--- src/core/tt_pkg.sv ---
// Constants, field layouts and types for the indicator bar alarm controller.
// Assumes a single 125 MHz system clock; every time is a count of it or of the 1 ms tick made from it.
package tt_pkg;

	// Clock and lamp count
	localparam int unsigned CLK_HZ        = 125_000_000;
	localparam int unsigned LAMPS         = 34;
	localparam int unsigned MS_CYC        = CLK_HZ / 1000;

	// Times in their own units
	localparam int unsigned LAMP_CHECK_S  = 2;
	localparam int unsigned CLICK_MS      = 10;
	localparam int unsigned CHIME_MS      = 1000;
	localparam int unsigned DECAY_MS      = 800;
	localparam int unsigned SUSP_ON_S     = 2;
	localparam int unsigned SUSP_OFF_MIN  = 1;
	localparam int unsigned CHIME_HZ      = 1000;
	localparam int unsigned BUZZ_HZ       = 3600;
	localparam int unsigned PLUG_FLASH_HZ = 1;
	localparam int unsigned FIRE_FLASH_HZ = 2;

	// Derived counts (ms ticks or clock cycles)
	localparam int unsigned LAMP_CHECK_MS = LAMP_CHECK_S * 1000;
	localparam int unsigned FULL_MS       = CHIME_MS - DECAY_MS;
	localparam int unsigned SUSP_ON_MS    = SUSP_ON_S * 1000;
	localparam int unsigned SUSP_OFF_MS   = SUSP_OFF_MIN * 60_000;
	localparam int unsigned CLICK_CYC     = CLICK_MS * MS_CYC;
	localparam int unsigned CHIME_HALF    = CLK_HZ / (2 * CHIME_HZ);
	localparam int unsigned BUZZ_HALF     = CLK_HZ / (2 * BUZZ_HZ);
	localparam int unsigned FLASH_MS      = 1000 / PLUG_FLASH_HZ;
	localparam int unsigned PLUG_ON_MS    = FLASH_MS / 2;
	localparam int unsigned FIRE_ON_MS    = 1000 / FIRE_FLASH_HZ / 2;

	// Lamp positions (location number minus one)
	localparam int unsigned L_LOW_FUEL = 2, L_TRACTION = 3, L_PARK_BRAKE = 4, L_HIGH_BEAM = 5,
		L_STOP_ENGINE = 6, L_WAIT_START = 7, L_ENG_MAINT = 8, L_LOW_COOLANT = 9, L_TURN_LEFT = 11,
		L_WATER = 13, L_ABS = 14, L_LOW_AIR = 15, L_ENG_BRAKE = 16, L_FIRE = 17, L_TRANS_TEMP = 18,
		L_CHECK_ENGINE = 19, L_HYD_OIL = 20, L_TURN_RIGHT = 22, L_DAYTIME = 23, L_HEADLIGHT = 26,
		L_LEVEL = 27, L_SUSP = 28, L_TAG = 29, L_CHECK_TRANS = 30, L_PLUG = 31;
	localparam int unsigned SPARES = 9;
	localparam int unsigned SPARE_LOC [SPARES] = '{0, 1, 10, 12, 21, 24, 25, 32, 33};

	// Register map
	localparam logic [7:0]  REG_CTRL     = 8'h00;
	localparam logic [7:0]  REG_SPARE    = 8'h04;
	localparam logic [7:0]  REG_STATUS   = 8'h08;
	localparam logic [7:0]  REG_LAMPS_LO = 8'h0C;
	localparam logic [7:0]  REG_LAMPS_HI = 8'h10;
	localparam logic [31:0] CTRL_RST     = 32'h0000_0001;
	localparam int unsigned CTRL_SOUND   = 0;

	// Conditioned vehicle inputs, all active high
	typedef struct packed {
		logic ignition;
		logic stop_req;
		logic wc_stop_req;
		logic low_fuel;
		logic traction_control_lamp;
		logic park_brake;
		logic high_beam;
		logic stop_engine;
		logic wait_start;
		logic eng_maint;
		logic low_coolant;
		logic turn_left;
		logic water_filter;
		logic abs_fault;
		logic air_front_low;
		logic air_rear_low;
		logic air_front_ok;
		logic air_rear_ok;
		logic engine_brake;
		logic fire;
		logic trans_temp;
		logic check_engine;
		logic hyd_oil_hot;
		logic turn_right;
		logic daytime_running_lamp;
		logic headlight_on;
		logic level_warn;
		logic susp_dumped;
		logic tag_dump;
		logic check_trans;
		logic plug_in;
	} sens_s;
	localparam int unsigned SENS_W = $bits(sens_s);

	typedef enum logic [2:0] {BZ_NONE, BZ_FIRE, BZ_AIR, BZ_ENG, BZ_PLUG, BZ_WATER, BZ_OTHER, BZ_CLICK} buz_e;
	typedef enum logic [1:0] {CH_IDLE, CH_FULL, CH_DECAY} chime_e;
	typedef enum logic [1:0] {SU_OFF, SU_ON} susp_e;

endpackage

--- src/core/indicator_bar_alarm_controller.sv ---
// Indicator bar controller: lamp drive, lamp check, buzzer and chime sounds.
// Assumes vehicle inputs are asynchronous pins already conditioned to active high.
//
// The address map and the strobed register port were left to the implementer.
`timescale 1ns/1ps

module indicator_bar_alarm_controller
	import tt_pkg::*;
#(
	parameter int unsigned MS_CYC_P      = MS_CYC,
	parameter int unsigned CLICK_CYC_P   = CLICK_CYC,
	parameter int unsigned SUSP_OFF_MS_P = SUSP_OFF_MS,
	parameter int unsigned CHIME_HALF_P  = CHIME_HALF,
	parameter int unsigned BUZZ_HALF_P   = BUZZ_HALF
)
(
	// Clock and reset
	input  wire logic              clk_sys_in,
	input  wire logic              resetn_in,
	// Vehicle inputs
	input  wire sens_s             sens_in,
	// Register port
	input  wire logic [7:0]        addr_in,
	input  wire logic [31:0]       wr_data_in,
	input  wire logic              wr_in,
	input  wire logic              rd_in,
	output logic      [31:0]       rd_data_out,
	// Lamps and sound
	output logic      [LAMPS-1:0]  lamp_out,
	output logic                   buzzer_out,
	output logic                   chime_out
);

	function automatic logic at_end(input logic [31:0] cnt, input int unsigned lim);
		return cnt == 32'(lim - 1);
	endfunction

	logic [SENS_W-1:0] s1_q, s2_q, s3_q, filt_q, prev_q;
	sens_s             sv, pv;
	logic [31:0]       ctrl_q;
	logic [SPARES-1:0] spare_q;
	logic [31:0]       ms_cnt_q, flash_q;
	logic              ms_tick_q;
	logic              chk_done_q, chk_act_q;
	logic [31:0]       chk_ms_q;
	logic              low_air_q;
	susp_e             susp_st_q;
	logic [31:0]       susp_ms_q;
	logic [31:0]       click_cnt_q;
	logic [31:0]       bz_cnt_q, ct_cnt_q, pwm_q;
	logic              buzz_tone_q, chime_tone_q;
	chime_e            chime_st_q;
	logic [31:0]       ch_ms_q;
	logic              ch_left_q;
	buz_e              buz_src;
	logic [LAMPS-1:0]  lamp_d;
	logic              flash1, flash2, turn_rise, sound_en, susp_lamp;

	assign sv        = filt_q;
	assign pv        = prev_q;
	assign sound_en  = ctrl_q[CTRL_SOUND];
	assign flash1    = flash_q < 32'(PLUG_ON_MS);
	assign flash2    = (flash_q < 32'(FIRE_ON_MS)) || ((flash_q >= 32'(PLUG_ON_MS)) &&
		(flash_q < 32'(PLUG_ON_MS + FIRE_ON_MS)));
	assign turn_rise = (sv.turn_left && !pv.turn_left) || (sv.turn_right && !pv.turn_right);
	assign susp_lamp = susp_st_q == SU_ON;

	// Three-stage input sync; a change is taken once stages two and three agree
	always_ff @(posedge clk_sys_in or negedge resetn_in)
	begin
		if (!resetn_in)
		begin
			s1_q   <= '0;
			s2_q   <= '0;
			s3_q   <= '0;
			filt_q <= '0;
			prev_q <= '0;
		end
		else
		begin
			s1_q   <= sens_in;
			s2_q   <= s1_q;
			s3_q   <= s2_q;
			filt_q <= (s2_q & s3_q) | (filt_q & (s2_q ^ s3_q));
			prev_q <= filt_q;
		end
	end

	// Millisecond tick and 1 s flash phase
	always_ff @(posedge clk_sys_in or negedge resetn_in)
	begin
		if (!resetn_in)
		begin
			ms_cnt_q  <= '0;
			ms_tick_q <= 1'b0;
			flash_q   <= '0;
		end
		else
		begin
			ms_tick_q <= at_end(ms_cnt_q, MS_CYC_P);
			ms_cnt_q  <= at_end(ms_cnt_q, MS_CYC_P) ? '0 : ms_cnt_q + 32'h1;
			if (ms_tick_q)
				flash_q <= at_end(flash_q, FLASH_MS) ? '0 : flash_q + 32'h1;
		end
	end

	// Tone generators
	always_ff @(posedge clk_sys_in or negedge resetn_in)
	begin
		if (!resetn_in)
		begin
			bz_cnt_q     <= '0;
			ct_cnt_q     <= '0;
			pwm_q        <= '0;
			buzz_tone_q  <= 1'b0;
			chime_tone_q <= 1'b0;
		end
		else
		begin
			bz_cnt_q <= at_end(bz_cnt_q, BUZZ_HALF_P) ? '0 : bz_cnt_q + 32'h1;
			if (at_end(bz_cnt_q, BUZZ_HALF_P))
				buzz_tone_q <= !buzz_tone_q;
			ct_cnt_q <= at_end(ct_cnt_q, CHIME_HALF_P) ? '0 : ct_cnt_q + 32'h1;
			if (at_end(ct_cnt_q, CHIME_HALF_P))
				chime_tone_q <= !chime_tone_q;
			pwm_q <= at_end(pwm_q, DECAY_MS) ? '0 : pwm_q + 32'h1;
		end
	end

	// Lamp check on the first ignition after reset
	always_ff @(posedge clk_sys_in or negedge resetn_in)
	begin
		if (!resetn_in)
		begin
			chk_done_q <= 1'b0;
			chk_act_q  <= 1'b0;
			chk_ms_q   <= '0;
		end
		else if (!chk_done_q && sv.ignition)
		begin
			chk_done_q <= 1'b1;
			chk_act_q  <= 1'b1;
			chk_ms_q   <= '0;
		end
		else if (chk_act_q && ms_tick_q)
		begin
			chk_ms_q <= at_end(chk_ms_q, LAMP_CHECK_MS) ? '0 : chk_ms_q + 32'h1;
			if (at_end(chk_ms_q, LAMP_CHECK_MS))
				chk_act_q <= 1'b0;
		end
	end

	// Low air hysteresis
	always_ff @(posedge clk_sys_in or negedge resetn_in)
	begin
		if (!resetn_in)
			low_air_q <= 1'b0;
		else if (sv.air_front_low || sv.air_rear_low)
			low_air_q <= 1'b1;
		else if (sv.air_front_ok && sv.air_rear_ok)
			low_air_q <= 1'b0;
	end

	// Suspension dump on and off delays
	always_ff @(posedge clk_sys_in or negedge resetn_in)
	begin
		if (!resetn_in)
		begin
			susp_st_q <= SU_OFF;
			susp_ms_q <= '0;
		end
		else
		begin
			case (susp_st_q)
				SU_OFF:
				begin
					if (!sv.susp_dumped)
						susp_ms_q <= '0;
					else if (ms_tick_q)
					begin
						susp_ms_q <= susp_ms_q + 32'h1;
						if (at_end(susp_ms_q, SUSP_ON_MS))
						begin
							susp_st_q <= SU_ON;
							susp_ms_q <= '0;
						end
					end
				end
				SU_ON:
				begin
					if (sv.susp_dumped)
						susp_ms_q <= '0;
					else if (ms_tick_q)
					begin
						susp_ms_q <= susp_ms_q + 32'h1;
						if (at_end(susp_ms_q, SUSP_OFF_MS_P))
						begin
							susp_st_q <= SU_OFF;
							susp_ms_q <= '0;
						end
					end
				end
				default:
				begin
					susp_st_q <= SU_OFF;
					susp_ms_q <= '0;
				end
			endcase
		end
	end

	// Turn click timer, restarted on every turn lamp turn-on
	always_ff @(posedge clk_sys_in or negedge resetn_in)
	begin
		if (!resetn_in)
			click_cnt_q <= '0;
		else if (turn_rise)
			click_cnt_q <= CLICK_CYC_P;
		else if (click_cnt_q != '0)
			click_cnt_q <= click_cnt_q - 32'h1;
	end

	// Chime sequencer; a request while busy is ignored
	always_ff @(posedge clk_sys_in or negedge resetn_in)
	begin
		if (!resetn_in)
		begin
			chime_st_q <= CH_IDLE;
			ch_ms_q    <= '0;
			ch_left_q  <= 1'b0;
		end
		else
		begin
			case (chime_st_q)
				CH_IDLE:
				begin
					ch_ms_q <= '0;
					if (sv.wc_stop_req && !pv.wc_stop_req)
					begin
						chime_st_q <= CH_FULL;
						ch_left_q  <= 1'b1;
					end
					else if (sv.stop_req && !pv.stop_req)
					begin
						chime_st_q <= CH_FULL;
						ch_left_q  <= 1'b0;
					end
				end
				CH_FULL:
				begin
					if (ms_tick_q)
					begin
						ch_ms_q <= ch_ms_q + 32'h1;
						if (at_end(ch_ms_q, FULL_MS))
						begin
							chime_st_q <= CH_DECAY;
							ch_ms_q    <= '0;
						end
					end
				end
				CH_DECAY:
				begin
					if (ms_tick_q)
					begin
						ch_ms_q <= ch_ms_q + 32'h1;
						if (at_end(ch_ms_q, DECAY_MS))
						begin
							ch_ms_q    <= '0;
							ch_left_q  <= 1'b0;
							chime_st_q <= ch_left_q ? CH_FULL : CH_IDLE;
						end
					end
				end
				default:
					chime_st_q <= CH_IDLE;
			endcase
		end
	end

	// Buzzer source by priority
	always_comb
	begin
		if (sv.fire)
			buz_src = BZ_FIRE;
		else if (low_air_q)
			buz_src = BZ_AIR;
		else if (sv.stop_engine || sv.check_engine)
			buz_src = BZ_ENG;
		else if (sv.plug_in && sv.ignition)
			buz_src = BZ_PLUG;
		else if (sv.water_filter)
			buz_src = BZ_WATER;
		else if (sv.low_coolant || sv.hyd_oil_hot || (sv.headlight_on && !sv.ignition) ||
			sv.level_warn || susp_lamp)
			buz_src = BZ_OTHER;
		else if (click_cnt_q != '0)
			buz_src = BZ_CLICK;
		else
			buz_src = BZ_NONE;
	end

	// Normal lamp indication
	always_comb
	begin
		lamp_d = '0;
		for (int i = 0; i < SPARES; i++)
			lamp_d[SPARE_LOC[i]] = spare_q[i];
		lamp_d[L_LOW_FUEL]     = sv.low_fuel;
		lamp_d[L_TRACTION]     = sv.traction_control_lamp;
		lamp_d[L_PARK_BRAKE]   = sv.park_brake;
		lamp_d[L_HIGH_BEAM]    = sv.high_beam;
		lamp_d[L_STOP_ENGINE]  = sv.stop_engine;
		lamp_d[L_WAIT_START]   = sv.wait_start;
		lamp_d[L_ENG_MAINT]    = sv.eng_maint;
		lamp_d[L_LOW_COOLANT]  = sv.low_coolant;
		lamp_d[L_TURN_LEFT]    = sv.turn_left;
		lamp_d[L_WATER]        = sv.water_filter;
		lamp_d[L_ABS]          = sv.abs_fault;
		lamp_d[L_LOW_AIR]      = low_air_q;
		lamp_d[L_ENG_BRAKE]    = sv.engine_brake;
		lamp_d[L_FIRE]         = sv.fire;
		lamp_d[L_TRANS_TEMP]   = sv.trans_temp;
		lamp_d[L_CHECK_ENGINE] = sv.check_engine;
		lamp_d[L_HYD_OIL]      = sv.hyd_oil_hot;
		lamp_d[L_TURN_RIGHT]   = sv.turn_right;
		lamp_d[L_DAYTIME]      = sv.daytime_running_lamp;
		lamp_d[L_HEADLIGHT]    = sv.headlight_on && !sv.ignition;
		lamp_d[L_LEVEL]        = sv.level_warn;
		lamp_d[L_SUSP]         = susp_lamp;
		lamp_d[L_TAG]          = sv.tag_dump;
		lamp_d[L_CHECK_TRANS]  = sv.check_trans;
		lamp_d[L_PLUG]         = sv.plug_in && sv.ignition && flash1;
	end

	// Output stage
	always_ff @(posedge clk_sys_in or negedge resetn_in)
	begin
		if (!resetn_in)
		begin
			lamp_out   <= '0;
			buzzer_out <= 1'b0;
			chime_out  <= 1'b0;
		end
		else
		begin
			lamp_out <= chk_act_q ? '1 : lamp_d;
			case (buz_src)
				BZ_FIRE:  buzzer_out <= sound_en && buzz_tone_q && flash2;
				BZ_PLUG:  buzzer_out <= sound_en && buzz_tone_q && flash1;
				BZ_CLICK: buzzer_out <= sound_en;
				BZ_NONE:  buzzer_out <= 1'b0;
				default:  buzzer_out <= sound_en && buzz_tone_q;
			endcase
			chime_out <= sound_en && chime_tone_q && ((chime_st_q == CH_FULL) ||
				((chime_st_q == CH_DECAY) && (pwm_q < 32'(DECAY_MS) - ch_ms_q)));
		end
	end

	// Register port
	always_ff @(posedge clk_sys_in or negedge resetn_in)
	begin
		if (!resetn_in)
		begin
			ctrl_q  <= CTRL_RST;
			spare_q <= '0;
		end
		else if (wr_in)
		begin
			if (addr_in == REG_CTRL)
				ctrl_q <= {31'h0, wr_data_in[CTRL_SOUND]};
			if (addr_in == REG_SPARE)
				spare_q <= wr_data_in[SPARES-1:0];
		end
	end

	always_ff @(posedge clk_sys_in or negedge resetn_in)
	begin
		if (!resetn_in)
			rd_data_out <= '0;
		else if (!rd_in)
			rd_data_out <= '0;
		else
		begin
			case (addr_in)
				REG_CTRL:     rd_data_out <= ctrl_q;
				REG_SPARE:    rd_data_out <= {{(32 - SPARES){1'b0}}, spare_q};
				REG_STATUS:   rd_data_out <= {24'h0, chime_st_q != CH_IDLE, buz_src, 1'b0, susp_lamp,
					low_air_q, chk_act_q};
				REG_LAMPS_LO: rd_data_out <= lamp_out[31:0];
				REG_LAMPS_HI: rd_data_out <= {30'h0, lamp_out[LAMPS-1:32]};
				default:      rd_data_out <= '0;
			endcase
		end
	end
endmodule

--- config.mk ---
export PLATFORM = sky130hd
export DESIGN_NAME = indicator_bar_alarm_controller
export DESIGN_NICKNAME = d
export VERILOG_FILES = /design/src/core/tt_pkg.sv /design/src/core/indicator_bar_alarm_controller.sv
export SDC_FILE = /design/constraint.sdc
export NUM_CORES = 1
export LEC_CHECK = 0
export ABC_AREA = 1
export BUFFER_PORTS_ARGS = -buffer_cell sky130_fd_sc_hd__buf_2
export CAP_MARGIN = 20
export CORE_MARGIN = 3
export CORE_UTILIZATION = 40
export DETAILED_ROUTE_END_ITERATION = 7
export PLACE_DENSITY_LB_ADDON = 0.3
export SYNTH_ARGS = -nofsm -noshare
export SYNTH_HDL_FRONTEND = slang
export SYNTH_SLANG_ARGS = --single-unit
--- constraint.sdc ---
create_clock -name clk_sys_in -period 2.95 [get_ports clk_sys_in]
set_clock_uncertainty 0.1 [all_clocks]
set_input_delay 0.59 -clock clk_sys_in [delete_from_list [all_inputs] [get_ports clk_sys_in]]
set_output_delay 0.59 -clock clk_sys_in [all_outputs]
set_load 0.02 [all_outputs]
==> out/summary.log <==
qor: place.numPortBuffers 119
qor: synthesis.synth.lib_cells_used.distinct 57
qor: setup_path.timing.critical_path.arrival 3340 ps
qor: pwr.worst_ir_drop_vdd 609 µV
qor: cells_and_area.commonest_non_fill_non_tap_cell_in_the_layout sky130_fd_sc_hd__dfrtp_1
qor: cells_and_area.antenna_fix_cells 0
qor: timing.final.period_utilization 0.996
qor: timing.timing_worst_slew_pin_value 725 ps
qor: place.dp.final_hpwl 44100 µm
qor: synthesis.seq_cells_post_synth 504
qor: floorplanning.die_x 257 µm
qor: clock_network.cts.clk_slew.worst_paths 60 ps
qor: setup_path.ff2ff_setup_slack 10 ps
qor: place.gp_congestion 0.885
qor: timing.slew-limit-headroom 0.512
qor: setup_path.cp_slowest_stage_delay 380 ps
qor: synthesis.yosys.area.top_type sky130_fd_sc_hd__dfrtp_1
qor: timing.final_slew_viol_count 0
qor: clock_network.clk_root_buffer_cell sky130_fd_sc_hd__clkbuf_16
qor: pwr.portion_of_total_power_attributed_to_sequential_cells 0.434
qor: clock_network.max-clock-path-buffers 3
qor: synthesis.yosys.area.top_type_share 0.500
qor: global_route.overflow 0
qor: timing.period_minus_slack 2940 ps
qor: timing.setup-tns-final 0 ps
qor: floorplanning.design.die.area 65900 µm²
qor: hold_path.hold_depth 2
qor: setup_path.end_of_the_worst_register_to_register_path chime_out$_DFF_PN0_
qor: synthesis.syn_inst_count 2916
qor: pwr.p_clk_frac 0.444
qor: floorplanning.placement_rows 91
qor: cells_and_area.fraction_of_layout_instances_using_a_drive_strength_above_1 0.130
qor: clock_network.htree_num_levels 2
qor: timing.max_clock_freq 340 MHz
qor: setup_path.cp_cell_sequence inv_2, ha_4, nand2_4, nor2_4, nand2_2, nand2_2, nand2_4, a21oi_4, nand4_4, nor3_2, xor2_1, ha_1, nand4_1, inv_1, nand4_1, nor4_2, nand2_1, nand2_1, a21oi_1
qor: setup_path.endpoint_class_of_the_critical_path flip-flop
qor: setup_path.timing.critical_path.fanout_max 3
qor: place.dp_slack -55.9 ps
qor: routing.wire_per_inst 14.6 µm
qor: synthesis.syn_area 25200 µm²
qor: setup_path.timing.reg2reg.worst_path_depth 19
qor: setup_path.element_type_at_the_critical_path_start flip-flop
qor: cells_and_area.fin_nets 3319
qor: synthesis.synth_area_leaders sky130_fd_sc_hd__dfrtp_1 50%, sky130_fd_sc_hd__nand2_1 7.6%, sky130_fd_sc_hd__inv_1 6.1%
qor: place.dpl-instance-area 27300 µm²
qor: setup_path.cp.buffers_inverters 2
qor: hold_path.hp-start wr_data_in[6]
qor: pwr.power.switching_fraction 0.265
qor: timing.unrepaired_setup_endpoints_after_global_routing yes
qor: cells_and_area.layout.cells.most_common_list 503 x sky130_fd_sc_hd__dfrtp_1, 501 x sky130_fd_sc_hd__nand2_1, 406 x sky130_fd_sc_hd__inv_1, 365 x sky130_fd_sc_hd__nor2_1
qor: clock_network.cts_tree built
qor: synthesis.postSynthAreaPerCell 8.63 µm²
qor: setup_path.worst_r2r_startpoint ch_ms_q[1]$_DFFE_PN0P_
qor: floorplanning.floorplan.initialDensity 0.406
qor: global_route.grt_max_degree 68
qor: setup_path.critPathRequiredTime 3350 ps
qor: global_route.tot_gr_track_use 0.182
qor: routing.dr_total_vias 19.8k
qor: global_route.grt_first_pass_wirelength 99900 µm
qor: synthesis.synth-async-reset-ratio 1.00
qor: routing.drt-vias-per-instance 4.89
qor: synthesis.yosysWarningCount 0
qor: run.max_cap_viol_count 0
qor: setup_path.setup.worst_path.class flip-flop to flip-flop
qor: synthesis.synth-seq-area-share 0.501
qor: timing.finalWorstSetupSlack 10.8 ps
qor: hold_path.worstHoldEndpoint spare_q[6]$_DFFE_PN0P_
qor: routing.drt-pass1-iter-count 5
qor: routing.drt_iter0_drc 1455
qor: pwr.power.density_cell_area 572 nW/µm²
qor: pwr.p_leak 14.4 nW
qor: clock_network.cts_inserted_buffers 57
qor: setup_path.crit_path_slowest_cell sky130_fd_sc_hd__dfrtp_1
qor: global_route.number_of_global_route_vias_before_repair 19.5k
qor: hold_path.worst_hold_path_type primary input to flip-flop
qor: synthesis.ys_dominant_reg_cell sky130_fd_sc_hd__dfrtp_1
qor: pwr.internal-power 0.0125 W
qor: global_route.number_of_antenna_violations_at_the_first_check_in_global_routing 0
qor: floorplanning.ios 143
qor: timing.final-setup-viol-count 0
qor: routing.post-route-drc-count 0
qor: synthesis.synth-edff-count 0
qor: setup_path.worst_path_dominant_cell_family simple AND/OR/NAND/NOR gates
qor: routing.ant_nets 0
qor: timing.final_hold_viol_count 0
qor: cells_and_area.area_growth_syn_to_layout 18.4%
qor: run_status.run_status completed
qor: synthesis.syn-num-nets 3069
qor: clock_network.clkSinkCount 504
qor: clock_network.insertion_delay 630 ps
qor: floorplanning.core_ar 61900 µm²
qor: pwr.pwr-share-comb 0.122
qor: cells_and_area.post-route-cell-area 29800 µm²
qor: routing.routed_wirelength 59300 µm
qor: floorplanning.dieHeight 257 µm
qor: pwr.power.switching 0.00452 W
qor: cells_and_area.layout.filler_cells 5966
state kept, by name (all words and copies together), names as in the netlist, 32 cells and up:
signal / flops
flash_q: 32
bz_cnt_q: 32
chk_ms_q: 32
ch_ms_q: 32
ms_cnt_q: 32
susp_ms_q: 32
lamp_out: 34
ct_cnt_q: 32
pwm_q: 32
rd_data_out: 32
click_cnt_q: 32
worst register-to-register path: cells and delay by family (launching register included):
kind	cells	cell delay (ps)
adder cells (fa/ha/maj)	2	470
flip-flops	1	380
AO/OA/AOI/OAI	2	290
buffers and inverters	2	180
XOR/XNOR	1	100
AND/OR/NAND/NOR	12	1350
timing repair:
action,in CTS,in global routing
resized for setup,1,21
setup endpoints to repair,1,1
pin swaps,0,14
buffers inserted,0,5
hold buffers,32,0
hold endpoints to repair,67,0
cells by family (layout without fill, tap and decap cells):
group,count (synthesis),count (layout),synth area share
xor+xnor,199,199,0.0693
simple gates,1424,1424,0.262
mux,4,4,0.00179
compound gates,248,248,0.0569
fa+ha+maj,78,78,0.0388
buf+inv,459,758,0.0699
flops,504,504,0.501
metal layers:
layer | track usage | vias up | wire [µm] | share of wire
met5 | 0 | - | 0 | 0
met4 | 0.0425 | 0 | 1130 | 0.019
met3 | 0.0276 | 70 | 2760 | 0.046
met2 | 0.288 | 410 | 26400 | 0.44
met1 | 0.265 | 9326 | 29100 | 0.49
li1 | - | 10016 | - | -
power groups by stage:
stage	logic, W	clock network (W)	registers [W]
2_1_floorplan	0.00105	0	0.00756
3_3_place_gp	0.00192	0	0.00751
3_5_place_dp	0.00193	0	0.00752
4_1_cts	0.00199	0.00780	0.00739
5_1_grt	0.00234	0.00811	0.00743
6_report	0.00208	0.00758	0.00740
worst max path at each step:
stage	start	endpoint	slack, ps	cells after the start
global placement	ch_ms_q[0]$_DFFE_PN0P_	chime_out$_DFF_PN0_	40	17
CTS	ch_ms_q[0]$_DFFE_PN0P_	chime_out$_DFF_PN0_	20	19
floorplan	ch_ms_q[0]$_DFFE_PN0P_	chime_out$_DFF_PN0_	170	20
detailed placement	ch_ms_q[0]$_DFFE_PN0P_	chime_out$_DFF_PN0_	-60	19
finish	ch_ms_q[1]$_DFFE_PN0P_	chime_out$_DFF_PN0_	10	19
global route	ch_ms_q[1]$_DFFE_PN0P_	chime_out$_DFF_PN0_	-180	18
final cells by class:
type                            count  area (µm²)  area share
Timing Repair Buffer              226        1590      0.0533
Sequential cell                   504       12600       0.423
Multi-Input combinational cell   1953       10900       0.365
Clock inverter                     26         363      0.0122
Clock buffer                       82        1710      0.0574
Inverter                          424        1590      0.0535
Tap cell                          837        1050      0.0352
Yosys cell counts, drive strengths merged, types with 5 or more instances:
| cell | number |
|---|---|
| a21o | 32 |
| a21oi | 82 |
| a31oi | 7 |
| buf | 16 |
| clkbuf | 19 |
| dfrtp | 503 |
| ha | 78 |
| inv | 420 |
| nand2 | 518 |
| nand3 | 129 |
| nand4 | 105 |
| nor2 | 389 |
| nor3 | 177 |
| nor4 | 67 |
| o211ai | 5 |
| o21ai | 92 |
| o22ai | 11 |
| or2 | 26 |
| xnor2 | 36 |
| xor2 | 163 |
through the flow:
stage / util / instances / hold slack (ps) / power, W
after floorplan: - / 2916 / 194 / 0.00861
after global placement: 0.440 / 3907 / 233 / 0.00944
after detailed placement: 0.440 / 3907 / 235 / 0.00945
after CTS: 0.479 / 4047 / 55.0 / 0.0172
after global routing: 0.481 / 4052 / 73.2 / 0.0179
final: 0.481 / 4052 / 91.2 / 0.0170
Power figures use the tool's default switching activity.
